$ cat config.mk
export PLATFORM = sky130hd
export DESIGN_NAME = tbid_decoder
export DESIGN_NICKNAME = d
export VERILOG_FILES = /design/src/pkg/tbid_pkg.sv /design/src/logic/tbid_decoder.sv
export SDC_FILE = /design/constraint.sdc
export NUM_CORES = 1
export LEC_CHECK = 0
export BUFFER_PORTS_ARGS = -buffer_cell sky130_fd_sc_hd__buf_2
export CAP_MARGIN = 20
export CORE_ASPECT_RATIO = 0.75
export CORE_MARGIN = 1
export CORE_UTILIZATION = 41
export CTS_CLUSTER_DIAMETER = 60
export CTS_CLUSTER_SIZE = 16
export DETAILED_ROUTE_END_ITERATION = 8
export GPL_TIMING_DRIVEN = 1
export SLEW_MARGIN = 10
export SYNTH_ARGS = -nofsm -noshare
export SYNTH_HDL_FRONTEND = slang
export SYNTH_SLANG_ARGS = --single-unit
$ cat constraint.sdc
create_clock -name pclk -period 2.5 [get_ports pclk]
set_input_delay 0.5 -clock pclk [delete_from_list [all_inputs] [get_ports pclk]]
set_output_delay 0.5 -clock pclk [all_outputs]
set_load 0.03 [all_outputs]
$ cat src/pkg/tbid_pkg.sv
// shared constants and carrier types for the instruction decoder
package tbid_pkg;

  // ****************************************
  // instruction word and fields
  // ****************************************
  localparam int INSTR_W       = 12;
  localparam int FILE_W        = 5;
  localparam int BIT_W         = 3;
  localparam int LIT8_W        = 8;
  localparam int LIT9_W        = 9;
  localparam int BYTE_OPC_LSB  = 6;
  localparam int DEST_POS      = 5;
  localparam int BIT_NUM_LSB   = 5;
  localparam int LIT_OPC_LSB   = 8;
  localparam int JUMP_OPC_LSB  = 9;
  localparam logic [1:0] GRP_PREFIX_BYTE = 2'h0;
  localparam logic [1:0] GRP_PREFIX_BIT  = 2'h1;
  localparam logic [2:0] JUMP_PREFIX     = 3'h5;
  localparam logic [FILE_W-1:0] FILE_ADDR_MAX = 5'h1F;

  // ****************************************
  // instruction cycle timing
  // ****************************************
  localparam int OSC_PER_CYCLE = 4;
  localparam logic [31:0] CYCLE_CNT_RST = 32'h0000_0000;

  // ****************************************
  // register map
  // ****************************************
  localparam logic [11:0] ADDR_CTRL   = 12'h000;
  localparam logic [11:0] ADDR_STATUS = 12'h004;
  localparam logic [11:0] ADDR_INSTR  = 12'h008;
  localparam logic [11:0] ADDR_CYCLES = 12'h00C;
  localparam logic [1:0]  CTRL_RST    = 2'h1;
  localparam int CTRL_RUN_POS   = 0;
  localparam int CTRL_NOEXT_POS = 1;

  // ****************************************
  // types
  // ****************************************
  typedef enum logic [1:0] {
    TBID_GRP_BYTE = 2'h0,
    TBID_GRP_BIT  = 2'h1,
    TBID_GRP_LIT  = 2'h2
  } tbid_group_e;

  typedef enum logic [1:0] {
    TBID_Q1 = 2'h0,
    TBID_Q2 = 2'h1,
    TBID_Q3 = 2'h3,
    TBID_Q4 = 2'h2
  } tbid_phase_e;

  typedef struct packed {
    tbid_group_e         group;
    logic [5:0]          opcode;
    logic                dest_file;
    logic [FILE_W-1:0]   file_addr;
    logic [BIT_W-1:0]    bit_num;
    logic [LIT9_W-1:0]   literal;
    logic                lit_is_9;
    logic                valid;
  } tbid_dec_s;

  typedef struct packed {
    logic        psel;
    logic        penable;
    logic        pwrite;
    logic [11:0] paddr;
    logic [31:0] pwdata;
  } tbid_apb_req_s;

  typedef struct packed {
    logic        pready;
    logic [31:0] prdata;
    logic        pslverr;
  } tbid_apb_rsp_s;

endpackage

$ cat src/logic/tbid_decoder.sv
// twelve-bit instruction decoder with cycle sequencer and apb registers
// Behaviour
// - accept twelve-bit words: opcode plus one or more operand fields
// - classify each word byte, bit or literal/control; extract operands per group
// - file address operand selects one of 32 registers, 0x00 to 0x1F
// - byte group: destination 0 targets accumulator, 1 targets file register
// - bit group: bit number picks bit of addressed 8-bit file register
// - literal group: extract eight- or nine-bit constant by format
// - one instruction cycle, two when condition true or program counter changes; with the CTRL_NOEXT_POS bit set the decoder keeps it at one
// - instruction cycle is four consecutive oscillator periods
// - don't-care bits ignored by decoder; producers should fill zero
// - byte words: opcode 11..6, destination bit 5, address 4..0
// - literal words except jump: opcode 11..8, immediate 7..0
// - jump word: opcode 11..9, nine-bit target 8..0
//
// Decided for this implementation: the address map and register access over APB.
`timescale 1ns/10ps
module tbid_decoder
  import tbid_pkg::*;
#(
  parameter int CYCLE_CNT_W = 32
)
(
  input  wire logic                 pclk,
  input  wire logic                 presetn,
  input  wire tbid_apb_req_s        apb_req,
  output tbid_apb_rsp_s             apb_rsp,
  input  wire logic [INSTR_W-1:0]   instr_word,
  input  wire logic                 instr_valid,
  input  wire logic                 cond_true,
  input  wire logic                 pc_write,
  output tbid_dec_s                 dec,
  output tbid_phase_e               phase,
  output logic                      cycle_end,
  output logic                      fetch_stall,
  output logic                      fetch_flush
);

  // ****************************************
  // state
  // ****************************************
  typedef struct packed {
    tbid_phase_e         phase;
    logic                second;
    logic                extra_req;
    logic [INSTR_W-1:0]  instr;
    tbid_dec_s           dec;
    logic                cycle_end;
    logic                stall;
    logic                flush;
    logic [1:0]          ctrl;
    logic [CYCLE_CNT_W-1:0] cycles;
    tbid_apb_rsp_s       rsp;
  } tbid_state_s;

  tbid_state_s st;
  tbid_state_s next_st;
  tbid_dec_s   next_dec;
  logic        acc;
  logic        extra;
  logic        take;
  logic [1:0]  grp_prefix;
  logic        is_jump;
  logic [31:0] status_word;
  logic [31:0] cycles_word;

  // ****************************************
  // reset value
  // ****************************************
  localparam tbid_state_s ST_RST = '{
    phase:     TBID_Q1,
    second:    1'b0,
    extra_req: 1'b0,
    instr:     '0,
    dec:       '0,
    cycle_end: 1'b0,
    stall:     1'b0,
    flush:     1'b0,
    ctrl:      CTRL_RST,
    cycles:    CYCLE_CNT_W'(CYCLE_CNT_RST),
    rsp:       '0
  };

  // ****************************************
  // elaboration checks
  // ****************************************
  if (CYCLE_CNT_W < 1 || CYCLE_CNT_W > 32) begin : g_cnt_w_chk
    $error("cycle counter width must lie between 1 and 32");
  end

  // ****************************************
  // qualifiers
  // ****************************************
  always_comb begin
    grp_prefix  = instr_word[INSTR_W-1 -: 2];
    is_jump     = instr_word[INSTR_W-1:JUMP_OPC_LSB] == JUMP_PREFIX;
    acc         = apb_req.psel && apb_req.penable && !st.rsp.pready;
    extra       = (st.extra_req || cond_true || pc_write) && !st.ctrl[CTRL_NOEXT_POS];
    take        = st.ctrl[CTRL_RUN_POS] && instr_valid;
    status_word = {26'h0, st.dec.group, st.stall, st.second, st.phase};
    cycles_word = 32'(st.cycles);
  end

  // ****************************************
  // field decode
  // ****************************************
  always_comb begin
    next_dec           = '0;
    next_dec.valid     = 1'b1;
    next_dec.file_addr = instr_word[FILE_W-1:0];
    if (grp_prefix == GRP_PREFIX_BYTE) begin
      next_dec.group     = TBID_GRP_BYTE;
      next_dec.opcode    = instr_word[INSTR_W-1:BYTE_OPC_LSB];
      next_dec.dest_file = instr_word[DEST_POS];
    end else if (grp_prefix == GRP_PREFIX_BIT) begin
      next_dec.group     = TBID_GRP_BIT;
      next_dec.opcode    = {2'h0, instr_word[INSTR_W-1:LIT_OPC_LSB]};
      next_dec.bit_num   = instr_word[BIT_NUM_LSB +: BIT_W];
      next_dec.dest_file = 1'b1;
    end else begin
      next_dec.group     = TBID_GRP_LIT;
      next_dec.file_addr = '0;
      if (is_jump) begin
        next_dec.opcode   = {3'h0, instr_word[INSTR_W-1:JUMP_OPC_LSB]};
        next_dec.literal  = instr_word[LIT9_W-1:0];
        next_dec.lit_is_9 = 1'b1;
      end else begin
        next_dec.opcode  = {2'h0, instr_word[INSTR_W-1:LIT_OPC_LSB]};
        next_dec.literal = {1'b0, instr_word[LIT8_W-1:0]};
      end
    end
  end

  // ****************************************
  // sequencer and registers
  // ****************************************
  always_comb begin
    next_st           = st;
    next_st.cycle_end = 1'b0;
    next_st.flush     = 1'b0;
    // condition seen during the cycle, end-of-cycle clear wins over set
    if (!st.second && (cond_true || pc_write)) begin
      next_st.extra_req = 1'b1;
    end
    unique case (st.phase)
      TBID_Q1: next_st.phase = TBID_Q2;
      TBID_Q2: next_st.phase = TBID_Q3;
      TBID_Q3: next_st.phase = TBID_Q4;
      TBID_Q4: begin
        next_st.phase     = TBID_Q1;
        next_st.cycle_end = 1'b1;
        next_st.cycles    = st.cycles + CYCLE_CNT_W'(1);
        next_st.extra_req = 1'b0;
        if (!st.second && st.dec.valid && extra) begin
          next_st.second = 1'b1;
          next_st.stall  = 1'b1;
          next_st.flush  = 1'b1;
          next_st.dec    = '0;
        end else begin
          next_st.second = 1'b0;
          next_st.stall  = 1'b0;
          if (take) begin
            next_st.instr = instr_word;
            next_st.dec   = next_dec;
          end else begin
            next_st.dec = '0;
          end
        end
      end
    endcase

    // ****************************************
    // register access, one wait state
    // ****************************************
    next_st.rsp.pready  = acc;
    next_st.rsp.pslverr = 1'b0;
    next_st.rsp.prdata  = '0;
    if (acc) begin
      unique case (apb_req.paddr)
        ADDR_CTRL: begin
          next_st.rsp.prdata = {30'h0, st.ctrl};
          if (apb_req.pwrite) begin
            next_st.ctrl = apb_req.pwdata[1:0];
          end
        end
        ADDR_STATUS: begin
          next_st.rsp.prdata = status_word;
        end
        ADDR_INSTR: begin
          next_st.rsp.prdata = {20'h0, st.instr};
        end
        ADDR_CYCLES: begin
          next_st.rsp.prdata = cycles_word;
          if (apb_req.pwrite) begin
            next_st.cycles = CYCLE_CNT_W'(CYCLE_CNT_RST);
          end
        end
        default: begin
          next_st.rsp.pslverr = 1'b1;
        end
      endcase
    end
  end

  always_ff @(posedge pclk or negedge presetn) begin
    if (!presetn) begin
      st <= ST_RST;
    end else begin
      st <= next_st;
    end
  end

  // ****************************************
  // outputs
  // ****************************************
  assign apb_rsp     = st.rsp;
  assign dec         = st.dec;
  assign phase       = st.phase;
  assign cycle_end   = st.cycle_end;
  assign fetch_stall = st.stall;
  assign fetch_flush = st.flush;

endmodule

==> metrics.txt <==
status=completed; Worst setup EP type=register; DR WL/cell=15.39 µm; Synth Area per Inst=11.11 µm²; reg-to-reg endpoint=cycles_word[31]; Total Wirelength=10710 µm; Initial Util=42.51%; Die ar.=13360 µm²; crit path kind=reg2reg; Worst Reg2Reg Path Length in Cells=4; FF+latch area=2854 µm²; max-slew violation count=0; DRC errors left=0; synth unique cells=47; H-tree levels=4; dpl ws=0.2217 ns; final setup margin=0.2710 ns; Final setup viols=0; Iter 0 DRT Violations=229; clock skew=0.01022 ns; reg2reg start=phase[0]; setup repair bufs after CTS=0; GP Congestion=0.7814; Yosys top cell area share=53.49%; Nets=582; CTS tree=yes; Netlist Area Pre-Place=5286 µm²; area of the multi-input gates=1823 µm²; clk slew on worst S/H paths=0.05 ns; RSZ-0062 raised after global routing=no; Async SR Flop Fraction=100.0%; Post-synth EDFFs=0; Max Fanout on Critical Path=21; GR Overflow Total=0; height of the die=100.3 µm; Tmin final=2.229 ns; largest net degree at the start of global routing=53; YS warnings=0; synthesis-to-finish area growth=15.93%; static leakage=3.029 nW; CP required=2.83 ns; CTS root buf=clkbuf_16; Site Rows=35; critical path launch point type=register; gr usage total=17.40%; # fillers=1145; Worst Tran Pin Value=0.5728 ns; Vias=3583; Post-synth top flop=dfrtp_1; clk_lat worst skew=0.40 ns; post-DP HPWL=7225 µm; # resized after CTS=0; antenna violations before repair=0; final core area utilization=49.28%; final hold vios=0; register area share after synthesis=53.99%; IO buf count=100; mean number of vias per cell=5.148; fmax=0.4486 GHz; number of global-route vias before repair=3516; Power Total=0.004445 W; DIE WIDTH=133.1 µm; HP Class=in2async; share of cells above drive strength 1=31.70%; Worst EP arrival=2.56 ns; Longest Clk Path Bufs=2; ANT cells=0; synthesized flop and latch total=114; Synth Instances=476; VDD IR max=0.3471 mV; number of max-cap violations=0; Core ar.=12440 µm²; global-route wire length before repair=17930 µm; total CTS buffers=17; # clock sinks=114; Syn Nets=541; Top Ports=131; power per cell area=725.3 nW/µm²; fin crit share=89.16%; post-route setup TNS=0 ns; Hold-fix buffers, CTS=0; Worst R2R Setup Slack=0.27 ns; First-pass DRT Iterations=6; Worst slew margin=61.46%; cell taking the most area after synthesis=dfrtp_1; Final ANT Viol Nets=0; Area contributors post-synth=dfrtp_1 53%, buf_4 9.4%, a22o_1 3.6%, mux2_2 3.4%, and2_1 3.0%
==> power breakdown <==
part / leakage (nW) / total (W) / internal [W] / switching [W]
Sequential: 1.54 / 0.00186 / 0.00185 / 0.00000403
Clock: 0.302 / 0.00247 / 0.00166 / 0.000804
Combinational: 1.19 / 0.000123 / 0.0000418 / 0.0000807
Total: 3.03 / 0.00445 / 0.00356 / 0.000889
==> worst max path at each step <==
stage	from	endpoint	slack, ns
global route	phase[0]	cycles_word[31]	0.19
global placement	cond_true	dec[7]	0.32
CTS	phase[0]	cycles_word[31]	0.28
detailed placement	apb_req[33]	cycles_word[5]	0.22
floorplan	apb_req[39]	st[67]	0.40
finish	phase[0]	cycles_word[31]	0.27
==> stage by stage <==
stage / hold slack (ns) / area [µm²] / instances
finish: 0.07476 / 6128 / 696
global route: 0.1087 / 6128 / 696
CTS: 0.07977 / 6128 / 696
detailed placement: 0.4589 / 5514 / 664
global placement: 0.4569 / 5514 / 664
floorplan: 0.2044 / 5286 / 476
==> layer usage <==
layer  GRT usage, %  up-vias  share of wire [%]
li1               -     1703                  -
met1          24.75     1769                 50
met2          25.13      104                 44
met3          5.101        7                5.1
met4          6.469        0               0.69
met5              0        -                  0
==> cells in the final DEF, fill, tap and decap left out, types with 5 or more instances in the layout <==
| cell type | n |
|---|---|
| a21oi_1 | 22 |
| xnor2_1 | 7 |
| mux2_2 | 16 |
| nand2_1 | 19 |
| clkinv_2 | 5 |
| a22o_1 | 22 |
| xor2_1 | 6 |
| or3_1 | 9 |
| dfrtp_1 | 113 |
| nor2_1 | 35 |
| mux2i_1 | 10 |
| o21ai_0 | 11 |
| o31ai_1 | 7 |
| buf_4 | 9 |
| buf_2 | 99 |
| inv_1 | 7 |
| clkbuf_16 | 17 |
| or4_1 | 8 |
| nand3_1 | 7 |
| nor4_1 | 6 |
| nand4_1 | 15 |
| and2_1 | 25 |
==> flip-flops by register name (all words and copies together), names as in the netlist <==
register     flops
phase            2
st              15
cycles_word     32
cycle_end        1
dec             28
apb_rsp         34
fetch_flush      1
fetch_stall      1
==> cells in the mapped netlist, types with 3 or more instances <==
cell type and number:
dfrtp_1 113, buf_4 66, nor2_1 35, and2_1 25
a21oi_1 22, a22o_1 22, nand2_1 19, clkbuf_1 16
mux2_2 16, nand4_1 15, o21ai_0 11, mux2i_1 10
or3_1 9, or4_1 8, inv_1 7, nand3_1 7
o31ai_1 7, xnor2_1 7, nor4_1 6, xor2_1 6
a21o_1 4, nor2b_1 4, nor3_1 4, and4_1 3
buf_2 3, or4_4 3
==> critical path, stage by stage (launching register included) <==
cell and delay (ns):
dfrtp_1 0.42, nand4b_1 0.32, or4_4 0.72, or4_1 0.54, a21oi_1 0.15
==> cell type report <==
cell class	instances	area share, %
Clock inverter	10	2.123
Sequential cell	114	46.57
Multi-Input combinational cell	267	29.75
Timing Repair Buffer	110	9.841
Inverter	7	0.4287
Clock buffer	22	7.901
Tap cell	166	3.389
==> cell families (layout without fill, tap and decap cells) <==
logic type	count (synthesis)	after routing	share of synthesized area (%)
muxes	28	28	6.154
buffers and inverters	95	149	11.65
AOI/OAI and AO/OA	76	76	9.941
and+or+nand+nor	149	149	15.88
xor gates and xnor gates	13	13	2.154
adders and majority gates	1	1	0.2366
DFF	114	114	53.99
(Power assumes the default switching activity.)
